==> src/call_return_pkg.sv <==
// Constants and types shared by the call/return sequencer and its stack
//
// What this block does
// - Relative call: top five bits 11011, low 11 bits signed word offset.
// - Relative call first pushes address plus 2 onto the return stack.
// - Relative call then jumps to address plus 2 plus twice the offset.
// - Relative call: two cycles, one word, idle second cycle, no flag change.
// - Software reset: one cycle, core registers and stack pointer back to reset values; stack entries keep their contents.
// - Return from interrupt: two cycles, pops top of stack into counter.
// - Return from interrupt sets high or low interrupt enable, never both.
// - Return from interrupt with select bit restores accumulator, flags, bank.
// - Return with literal loads accumulator, pops counter, two cycles.
// - Returns leave the upper and high counter latches untouched.
// - Return from subroutine: two cycles, pops stack into counter, flags written only with select bit set.
// - Return from subroutine with select bit set restores shadow copies.
// - Push moves old top one level down; pop makes previous entry the top.
package call_return_pkg;

  // ----------------------------------------------------------------------
  // Widths
  // ----------------------------------------------------------------------
  localparam int PC_W        = 21;
  localparam int INSTR_W     = 16;
  localparam int ACC_W       = 8;
  localparam int FLAG_W      = 5;
  localparam int BANK_W      = 4;
  localparam int STACK_DEPTH = 31;
  localparam int STACK_PTR_W = 5;
  localparam int OFFSET_W    = 11;

  // ----------------------------------------------------------------------
  // Opcode patterns
  // ----------------------------------------------------------------------
  localparam logic [INSTR_W-1:0] RELATIVE_CALL_MASK  = 16'hF800;
  localparam logic [INSTR_W-1:0] RELATIVE_CALL_MATCH = 16'hD800;
  localparam logic [INSTR_W-1:0] RETURN_IRQ_MASK     = 16'hFFFE;
  localparam logic [INSTR_W-1:0] RETURN_IRQ_MATCH    = 16'h0010;
  localparam logic [INSTR_W-1:0] RETURN_SUB_MASK     = 16'hFFFE;
  localparam logic [INSTR_W-1:0] RETURN_SUB_MATCH    = 16'h0012;
  localparam logic [INSTR_W-1:0] RETURN_LIT_MASK     = 16'hFF00;
  localparam logic [INSTR_W-1:0] RETURN_LIT_MATCH    = 16'h0C00;
  localparam logic [INSTR_W-1:0] SOFT_RESET_MASK     = 16'hFFFF;
  localparam logic [INSTR_W-1:0] SOFT_RESET_MATCH    = 16'h00FF;
  localparam int                 SHADOW_SEL_BIT      = 0;

  // ----------------------------------------------------------------------
  // Counter step and reset values
  // ----------------------------------------------------------------------
  localparam logic [PC_W-1:0]    PC_STEP       = 21'h000002;
  localparam logic [PC_W-1:0]    PC_RESET      = 21'h000000;
  localparam logic [ACC_W-1:0]   ACC_RESET     = 8'h00;
  localparam logic [FLAG_W-1:0]  FLAG_RESET    = 5'h00;
  localparam logic [BANK_W-1:0]  BANK_RESET    = 4'h0;

  typedef enum logic {ST_EXEC, ST_DISCARD} seq_state_t;

endpackage

==> src/return_stack.sv <==
// Hardware return stack holding program counter values
`timescale 1ns/100ps
module return_stack
(
  input  wire logic                                   sys_clk_i,
  input  wire logic                                   rst_i,
  input  wire logic                                   clear_i,
  input  wire logic                                   push_i,
  input  wire logic                                   pop_i,
  input  wire logic [call_return_pkg::PC_W-1:0]       push_data_i,
  output logic      [call_return_pkg::PC_W-1:0]       top_o,
  output logic      [call_return_pkg::STACK_PTR_W-1:0] depth_o,
  output logic                                        full_o,
  output logic                                        empty_o
);

  typedef struct packed
  {
    logic [call_return_pkg::STACK_DEPTH-1:0][call_return_pkg::PC_W-1:0] mem;
    logic [call_return_pkg::STACK_PTR_W-1:0]                          ptr;
  } stack_t;

  localparam logic [call_return_pkg::STACK_PTR_W-1:0] PTR_FULL =
    5'h1F;

  stack_t q;
  stack_t d;

  // ----------------------------------------------------------------------
  // Next state
  // ----------------------------------------------------------------------
  always_comb
  begin
    d = q;
    if (clear_i)
    begin
      d.ptr = '0;
    end
    else if (push_i && (q.ptr != PTR_FULL))
    begin
      // New entry above, older entries stay one level down
      d.mem[q.ptr] = push_data_i;
      d.ptr        = q.ptr + 5'h01;
    end
    else if (pop_i && (q.ptr != '0))
    begin
      // Previous entry becomes the top
      d.ptr = q.ptr - 5'h01;
    end
  end

  always_ff @(posedge sys_clk_i or posedge rst_i)
  begin
    if (rst_i)
    begin
      q <= '0;
    end
    else
    begin
      q <= d;
    end
  end

  assign empty_o = (q.ptr == '0);
  assign full_o  = (q.ptr == PTR_FULL);
  assign depth_o = q.ptr;
  assign top_o   = empty_o ? call_return_pkg::PC_RESET
                           : q.mem[q.ptr - 5'h01];

endmodule

==> src/call_return_sequencer.sv <==
// Call, return and software-reset decode and execution sequencer
`timescale 1ns/100ps
module call_return_sequencer
(
  input  wire logic                                    sys_clk_i,
  input  wire logic                                    rst_i,
  input  wire logic [call_return_pkg::INSTR_W-1:0]     instr_i,
  input  wire logic                                    instr_valid_i,
  input  wire logic                                    high_priority_active_i,
  input  wire logic [call_return_pkg::ACC_W-1:0]       accumulator_shadow_i,
  input  wire logic [call_return_pkg::FLAG_W-1:0]      flag_shadow_i,
  input  wire logic [call_return_pkg::BANK_W-1:0]      bank_select_shadow_i,
  output logic      [call_return_pkg::PC_W-1:0]        fetch_addr_o,
  output logic                                         discard_o,
  output logic      [call_return_pkg::PC_W-1:0]        top_of_stack_o,
  output logic      [call_return_pkg::STACK_PTR_W-1:0] stack_depth_o,
  output logic                                         stack_full_o,
  output logic                                         stack_empty_o,
  output logic                                         acc_we_o,
  output logic      [call_return_pkg::ACC_W-1:0]       acc_wdata_o,
  output logic                                         flag_we_o,
  output logic      [call_return_pkg::FLAG_W-1:0]      flag_wdata_o,
  output logic                                         bank_select_we_o,
  output logic      [call_return_pkg::BANK_W-1:0]      bank_select_wdata_o,
  output logic                                         high_irq_enable_set_o,
  output logic                                         low_irq_enable_set_o,
  output logic                                         soft_reset_o
);

  typedef struct packed
  {
    call_return_pkg::seq_state_t              state;
    logic [call_return_pkg::PC_W-1:0]         pc;
    logic                                     acc_we;
    logic [call_return_pkg::ACC_W-1:0]        acc_wdata;
    logic                                     flag_we;
    logic [call_return_pkg::FLAG_W-1:0]       flag_wdata;
    logic                                     bank_we;
    logic [call_return_pkg::BANK_W-1:0]       bank_wdata;
    logic                                     hi_set;
    logic                                     lo_set;
    logic                                     soft_reset;
  } core_t;

  localparam core_t CORE_RESET = '{
    state:      call_return_pkg::ST_EXEC,
    pc:         call_return_pkg::PC_RESET,
    acc_we:     1'b0,
    acc_wdata:  call_return_pkg::ACC_RESET,
    flag_we:    1'b0,
    flag_wdata: call_return_pkg::FLAG_RESET,
    bank_we:    1'b0,
    bank_wdata: call_return_pkg::BANK_RESET,
    hi_set:     1'b0,
    lo_set:     1'b0,
    soft_reset: 1'b0
  };

  core_t q;
  core_t d;

  logic                                     push;
  logic                                     pop;
  logic                                     stack_clear;
  logic [call_return_pkg::PC_W-1:0]         push_data;
  logic [call_return_pkg::PC_W-1:0]         stack_top;
  logic                                     is_call;
  logic                                     is_ret_irq;
  logic                                     is_ret_sub;
  logic                                     is_ret_lit;
  logic                                     is_soft_reset;
  logic                                     exec_ok;

  // ----------------------------------------------------------------------
  // Decode helpers
  // ----------------------------------------------------------------------
  function automatic logic op_match
  (
    input logic [call_return_pkg::INSTR_W-1:0] word,
    input logic [call_return_pkg::INSTR_W-1:0] mask,
    input logic [call_return_pkg::INSTR_W-1:0] match
  );
    op_match = ((word & mask) == match);
  endfunction

  // Twice the sign-extended word offset
  function automatic logic [call_return_pkg::PC_W-1:0] call_offset
  (
    input logic [call_return_pkg::INSTR_W-1:0] word
  );
    call_offset = {{9{word[10]}}, word[10:0], 1'b0};
  endfunction

  assign exec_ok       = (q.state == call_return_pkg::ST_EXEC) &&
                         instr_valid_i;
  assign is_call       = op_match(instr_i,
                                  call_return_pkg::RELATIVE_CALL_MASK,
                                  call_return_pkg::RELATIVE_CALL_MATCH);
  assign is_ret_irq    = op_match(instr_i,
                                  call_return_pkg::RETURN_IRQ_MASK,
                                  call_return_pkg::RETURN_IRQ_MATCH);
  assign is_ret_sub    = op_match(instr_i,
                                  call_return_pkg::RETURN_SUB_MASK,
                                  call_return_pkg::RETURN_SUB_MATCH);
  assign is_ret_lit    = op_match(instr_i,
                                  call_return_pkg::RETURN_LIT_MASK,
                                  call_return_pkg::RETURN_LIT_MATCH);
  assign is_soft_reset = op_match(instr_i,
                                  call_return_pkg::SOFT_RESET_MASK,
                                  call_return_pkg::SOFT_RESET_MATCH);

  // ----------------------------------------------------------------------
  // Next state
  // ----------------------------------------------------------------------
  always_comb
  begin
    d             = q;
    d.acc_we      = 1'b0;
    d.flag_we     = 1'b0;
    d.bank_we     = 1'b0;
    d.hi_set      = 1'b0;
    d.lo_set      = 1'b0;
    d.soft_reset  = 1'b0;
    push          = 1'b0;
    pop           = 1'b0;
    stack_clear   = 1'b0;
    push_data     = q.pc + call_return_pkg::PC_STEP;
    unique case (q.state)
      call_return_pkg::ST_EXEC:
      begin
        if (instr_valid_i)
        begin
          d.pc = q.pc + call_return_pkg::PC_STEP;
          if (is_call)
          begin
            push    = 1'b1;
            d.pc    = q.pc + call_return_pkg::PC_STEP +
                      call_offset(instr_i);
            d.state = call_return_pkg::ST_DISCARD;
          end
          else if (is_ret_irq || is_ret_sub)
          begin
            // Counter loaded from the stack top, shadows on select bit; latches are not ours
            pop     = 1'b1;
            d.pc    = stack_top;
            d.state = call_return_pkg::ST_DISCARD;
            if (instr_i[call_return_pkg::SHADOW_SEL_BIT])
            begin
              d.acc_we     = 1'b1;
              d.acc_wdata  = accumulator_shadow_i;
              d.flag_we    = 1'b1;
              d.flag_wdata = flag_shadow_i;
              d.bank_we    = 1'b1;
              d.bank_wdata = bank_select_shadow_i;
            end
            if (is_ret_irq)
            begin
              d.hi_set = high_priority_active_i;
              d.lo_set = !high_priority_active_i;
            end
          end
          else if (is_ret_lit)
          begin
            pop         = 1'b1;
            d.pc        = stack_top;
            d.acc_we    = 1'b1;
            d.acc_wdata = instr_i[call_return_pkg::ACC_W-1:0];
            d.state     = call_return_pkg::ST_DISCARD;
          end
          else if (is_soft_reset)
          begin
            // Whole core state back to reset values
            d            = CORE_RESET;
            d.soft_reset = 1'b1;
            stack_clear  = 1'b1;
          end
        end
      end
      call_return_pkg::ST_DISCARD:
      begin
        // Prefetched word dropped, nothing changes
        d.state = call_return_pkg::ST_EXEC;
      end
    endcase
  end

  always_ff @(posedge sys_clk_i or posedge rst_i)
  begin
    if (rst_i)
    begin
      q <= CORE_RESET;
    end
    else
    begin
      q <= d;
    end
  end

  // ----------------------------------------------------------------------
  // Return stack
  // ----------------------------------------------------------------------
  return_stack u_stack
  (
    .sys_clk_i   (sys_clk_i),
    .rst_i       (rst_i),
    .clear_i     (stack_clear),
    .push_i      (push),
    .pop_i       (pop),
    .push_data_i (push_data),
    .top_o       (stack_top),
    .depth_o     (stack_depth_o),
    .full_o      (stack_full_o),
    .empty_o     (stack_empty_o)
  );

  // ----------------------------------------------------------------------
  // Outputs
  // ----------------------------------------------------------------------
  assign fetch_addr_o          = q.pc;
  assign discard_o             = (q.state == call_return_pkg::ST_DISCARD);
  assign top_of_stack_o        = stack_top;
  assign acc_we_o              = q.acc_we;
  assign acc_wdata_o           = q.acc_wdata;
  assign flag_we_o             = q.flag_we;
  assign flag_wdata_o          = q.flag_wdata;
  assign bank_select_we_o      = q.bank_we;
  assign bank_select_wdata_o   = q.bank_wdata;
  assign high_irq_enable_set_o = q.hi_set;
  assign low_irq_enable_set_o  = q.lo_set;
  assign soft_reset_o          = q.soft_reset;
endmodule

==> config.mk <==
export PLATFORM = sky130hd
export DESIGN_NAME = call_return_sequencer
export DESIGN_NICKNAME = d
export VERILOG_FILES = /design/src/call_return_pkg.sv /design/src/return_stack.sv /design/src/call_return_sequencer.sv
export SDC_FILE = /design/constraint.sdc
export NUM_CORES = 2
export LEC_CHECK = 0
export BUFFER_PORTS_ARGS = -buffer_cell sky130_fd_sc_hd__buf_2
export CAP_MARGIN = 20
export CORE_MARGIN = 2
export CORE_UTILIZATION = 62
export CTS_CLUSTER_DIAMETER = 50
export CTS_CLUSTER_SIZE = 8
export DETAILED_ROUTE_END_ITERATION = 8
export GPL_TIMING_DRIVEN = 0
export PLACE_DENSITY = 0.79
export RECOVER_POWER = 25
export SLEW_MARGIN = 20
export SYNTH_ARGS = -nofsm -noshare
export SYNTH_HDL_FRONTEND = slang
export SYNTH_SLANG_ARGS = --single-unit
==> constraint.sdc <==
create_clock -name sys_clk_i -period 29 [get_ports sys_clk_i]
set_input_delay 2.9 -clock sys_clk_i [delete_from_list [all_inputs] [get_ports sys_clk_i]]
set_output_delay 2.9 -clock sys_clk_i [all_outputs]
set_load 0.05 [all_outputs]
# ---- After elaboration in Yosys (flattened, before gate mapping)
# Cells that the tools add are included.
dict set report classes {
  bitwise_logic 3
  eq_ne 11
  magnitude_cmp 3
  n_reduce_logical 12
  n_addsub 4
  mux 38
}
# cell count
set ops {}
lappend ops {{651-bit bitwise mux} 1}
lappend ops {{45-bit 2-to-1 mux} 4}
lappend ops {{21-bit binary-select mux with 5-bit select} 1}
lappend ops {{21-bit demux with 5-bit select} 1}
lappend ops {{44-bit 2-to-1 mux} 2}
lappend ops {{21-bit 2-to-1 mux} 3}
lappend ops {{23-bit 2-to-1 mux} 2}
lappend ops {{31-bit 2-to-1 mux} 1}
lappend ops {{15-bit by 4-bit equality test with 1-bit output, second input constant} 2}
lappend ops {{22-bit 2-to-1 mux} 1}
lappend ops {{21-bit by 2-bit adder with 21-bit output, second input constant} 1}
lappend ops {{21-bit adder} 1}
lappend ops {{20-bit 2-to-1 mux} 1}
lappend ops {{16-bit by 8-bit equality test with 1-bit output, second input constant} 1}
lappend ops {{1-bit 2-to-1 mux} 15}
lappend ops {{5-bit 2-to-1 mux} 3}
lappend ops {{14-bit 2-to-1 mux} 1}
lappend ops {{5-bit by 6-bit less-than comparator with 1-bit output, second input constant} 2}
lappend ops {{5-bit equality test, second input constant} 2}
lappend ops {{8-bit by 4-bit equality test with 1-bit output, second input constant} 1}
lappend ops {{6-bit by 1-bit != test with 1-bit output, second input constant} 1}
lappend ops {{6-bit AND reduction} 1}
lappend ops {{5-bit by 1-bit adder with 5-bit output, second input constant} 1}
lappend ops {{5-bit by 1-bit greater-or-equal comparator with 1-bit output, second input constant} 1}
lappend ops {{other kinds (16)} 21}
dict set report totals {
  register_bits 701
  output_inout_bits 73
}

# ---- Depth between registers and ports, before layout
dict set report depth {
  ltp_word 10
  ltp_mapped 17
  ltp_nobuf 15
}

# ---- Modules after synthesis
# A second synthesis with hierarchy kept.
dict set report unflattened {
  cells_unflattened 2454
  hier_area_um2 33569.7
}
# module cells_each seq_area_each_um2 instances area_each_um2
set modules_own_cells {}
lappend modules_own_cells {return_stack 2028 16415.7 1 30088.9}
lappend modules_own_cells {call_return_sequencer 426 1101.1 1 3480.8}

# ---- Worst setup path before layout
# OpenSTA, ideal clock, no wires.
dict set report synth_path {
  path_type {flip-flop to output port}
  start {register u_stack.q (netlist bit u_stack.depth_o[0])}
  end {output port top_of_stack_o[12] in the netlist's numbering}
  required_time_ns 26.100
  slack_ns 22.010
  arrival_time_ns 4.090
  path_stages_with_launch 17
  cell_sequence {dfrtp_1 -> inv_1 -> buf_6 -> buf_4 -> buf_4 -> buf_4 -> ha_1 -> xor2_2 -> buf_6 -> buf_4 -> buf_4 -> nand2_1 -> a21oi_1 -> a21oi_1 -> a211oi_1 -> nor2_1 -> a211oi_1}
}
dict set report synth_between {
  elab_chain_cells 4
}
# element line
set synth_lines {}
lappend synth_lines {{from (decl)} return_stack.sv:26} ;# stack_t q;
lappend synth_lines {{from (signal assigned)} return_stack.sv:56} ;# q <= '0;
lappend synth_lines {{from (signal assigned)} return_stack.sv:60} ;# q <= d;
lappend synth_lines {{5-bit by 1-bit subtractor with 5-bit output} return_stack.sv:68} ;# : q.mem[q.ptr - 5'h01];
lappend synth_lines {{21-bit binary-select mux with 5-bit select} return_stack.sv:68}
lappend synth_lines {{21-bit 2-to-1 mux (implied by the code)} return_stack.sv:68}
lappend synth_lines {{21-bit 2-to-1 mux *} return_stack.sv:67} ;# assign top_o = empty_o ? call_return_pkg::PC_RESET
lappend synth_lines {{to (decl)} call_return_sequencer.sv:15} ;# output logic [call_return_pkg::PC_W-1:0] top_of_stack_o,
# Every way passes the cells marked *; elsewhere a longest branch is shown, timed or not. The select of a mux whose other input is x is not followed.

==> results.txt <==
Syn Nets: 3141
Clk_skew: 33.9 ps
Slowest stage delay, CP: 3710 ps
Vias: 27699
Tmin final: 13160 ps
Top routing layer used: met5
Layout cells sized above 1: 16.3%
GRT Resource Usage Total: 43.4%
PortBufs: 109
Psw: 1.66 mW
Endpoint class of the critical path: asynchronous set/reset pin
Worst-Margin Slew: 5690 ps
Library cells used by synthesis: 79
DRT met1 WL: 40.7 mm
Clock power frac: 28.5%
Initial core utilization: 63.0%
Crit path max fanout: 108
Die Height: 233 um
Placer Congestion: 1.00
Net Sw Frac: 44.4%
Post-CTS setup buffers: 0
Area fraction of the dominant cell type after synthesis: 53.9%
Final Setup Violations: 0
Maximum VDD drop: 62.5 uV
Power per cell area: 102 nW/um^2
Full die area: 54200 sq um
Final core occ: 71.3%
LEAKAGE: 16.6 nW
Post-synth ARST share: 100%
Final Hold Viols: 0
Synth Area per Inst: 10.6 sq um
Seq pwr share: 29.1%
Synthesized cell area: 32500 sq um
Synth Flop Type: dfrtp_1
Largest net degree at the start of global routing: 113
Die width: 233 um
Req. time, crit path: 28560 ps
Slew Limit Headroom: -280%
Post-synth EDFFs: 0
Met3 WL: 15.1 mm
Seq cells post-synth: 700
Combinational share of power: 42.5%
DP HPWL: 80.4 mm
DRT Wirelength: 115 mm
Resize count post-CTS: 0
Skew-Pair Late Insertion Delay: 650 ps
Hold Path Stages: 2
CTS root buffer: clkbuf_16
Part of the cycle the worst path needs: 45.4%
Core area: 51500 sq um
Area leader, netlist: dfrtp_1
Area contributors post-synth: dfrtp_1 (54%), mux4_2 (11%), o21ai_0 (9.4%), nand2_1 (8.8%), clkbuf_1 (2.4%)
Unrepaired setup endpoints after global routing: false
Crit path arrival time: 12720 ps
Post-route DRC: 0
Failing checks: max-capacitance violations, max-slew violations
Grt ovf: 0
Area taken by multi-input logic gates: 13600 sq um
Clk buf depth: 3
Clock sinks: 700
Most frequent cell after synthesis: nand2_1
Setup CP Type: in -> async
Max cap viols: 5
Clk pin slew, worst setup/hold paths: 50 ps
Max-slew violation total from the final report: 470
Critical path, cell by cell: buf_2 > clkinvlp_2 > clkbuf_1 > clkbuf_1
Initial antenna violation count: 3
Fmax: 76.0 MHz
Pint: 2.08 mW
Met2 Wirelength: 49.9 mm
CTS buffer count: 101
Starting DRT DRC Count: 4175
Top cells by count, synth: nand2_1 (757), dfrtp_1 (700), o21ai_0 (608)
H-tree depth: 3
DR pass1 iterations: 7
Hold Path Class: reg -> reg
CP max-delay cell: clkbuf_1
# IOs: 110
Row cnt: 83
Startpoint Class: input pin
Register area: 17500 sq um
Setup TNS: 0 ps
WHS Endpoint: u_stack.q[627]
FF-to-FF End: fetch_addr_o[19]
Fin nets: 3361
First-pass GRT wire length: 171 mm
Vias per inst: 6.94
Worst r2r path cells: 13
Sequential share of the synthesized area: 53.9%
CTS tree: yes
Most used cell, CP: clkbuf_1
Synthesis-to-layout area growth: 13.1%
Status: finished, violations left
Post-synthesis instance total: 3076
Worst hold start: u_stack.q[627]
CTS Hold Bufs: 0
Wirelength per Cell: 28.8 um
R2R Setup Slk: 23410 ps
Vias in the first global route: 27339
Fillers: 3567
Warnings, synthesis: 0
Reg-to-Reg Start: fetch_addr_o[1]
Final ANT Viol Nets: 0
power groups by stage:
stage	Clock (mW)	Combinational (mW)	Sequential (mW)
final	1.06	1.59	1.09
after global routing	1.10	1.60	1.09
after CTS	1.06	1.50	1.08
after detailed placement	0	1.49	1.10
after global placement	0	1.47	1.09
after floorplan	0	0.853	1.13
registers in the layout, indices dropped and copies added, names as in the netlist:
name                   flops
u_stack.q                651
fetch_addr_o              21
acc_wdata_o                8
flag_wdata_o               5
u_stack.depth_o            5
bank_select_wdata_o        4
acc_we_o                   1
bank_select_we_o           1
discard_o                  1
high_irq_enable_set_o      1
low_irq_enable_set_o       1
soft_reset_o               1
placed cells by master, fill, tap and decap left out, types with 4 or more instances in the layout:
cell,instances
o21ai_0,608
buf_2,132
and3_1,14
nor3b_1,5
nand4_1,11
and2_1,19
buf_4,30
a21o_1,7
a211oi_1,27
nand3_1,24
inv_1,27
o21a_1,7
clkbuf_8,4
nand2_1,757
a22oi_1,9
mux2i_1,22
o221ai_1,13
mux4_2,159
nor2_1,74
clkbuf_16,101
a21oi_1,61
o2bb2ai_1,8
a31oi_1,7
ha_1,27
buf_6,8
xor2_1,19
mux2_2,67
dfrtp_1,700
clkbuf_1,215
o221a_2,4
o21ai_1,18
xnor2_1,18
nor3_1,11
o22ai_1,10
cells by family (layout without fill, tap and decap cells):
kind of cell	Yosys count	after routing	synth area share, %
adder cells (fa/ha/maj)	28	28	1.10
multiplexers	248	248	14.0
other	0	3	0
buffers and inverters	302	535	4.12
flip-flops	700	700	53.9
AO/OA/AOI/OAI	817	817	13.9
XOR/XNOR	42	42	1.22
AND/OR/NAND/NOR	939	939	11.7
metrics by stage:
stage / setup slack, ps / total power [mW] / hold WS, ps / instance area (sq um) / instances
global placement: 654 / 2.56 / 455 / 33900 / 3865
detailed placement: 20770 / 2.59 / 461 / 34100 / 3873
CTS: 20070 / 3.64 / 475 / 36800 / 3989
global route: 13710 / 3.79 / 492 / 36700 / 3989
finish: 15840 / 3.74 / 473 / 36700 / 3992
floorplan: 6470 / 1.98 / 444 / 32500 / 3076
final cells by class:
class                   instances  share of cell area [%]
well taps                     680                    2.32
plain buffers                 274                    3.36
clock inverters                11                   0.422
inverters                      28                   0.290
repair buffers                117                    1.77
clock buffers                 105                    7.03
diodes                          3                  0.0204
flip-flops and latches        700                    47.7
multi-input cells            2074                    37.1
worst max-delay path: cells and delay by family:
family | cells | cell delay, ps
buffers and inverters | 4 | 9730
layer usage:
layer	up-vias	global-route usage, %
li1	11139	-
met2	2183	61.9
met5	-	0
met4	2	29.5
met3	506	14.1
met1	13869	57.1
worst max path at each step:
stage / startpoint / to / slack, ps / cells after the start
floorplan: rst_i / acc_wdata_o[0] / 6470 / 1
global placement: rst_i / fetch_addr_o[9] / 650 / 2
detailed placement: u_stack.depth_o[0] / top_of_stack_o[2] / 20770 / 15
CTS: u_stack.depth_o[0] / top_of_stack_o[2] / 20070 / 15
global route: rst_i / u_stack.q[561] / 13710 / 4
finish: rst_i / u_stack.q[400] / 15840 / 4
(Power assumes the default switching activity.)
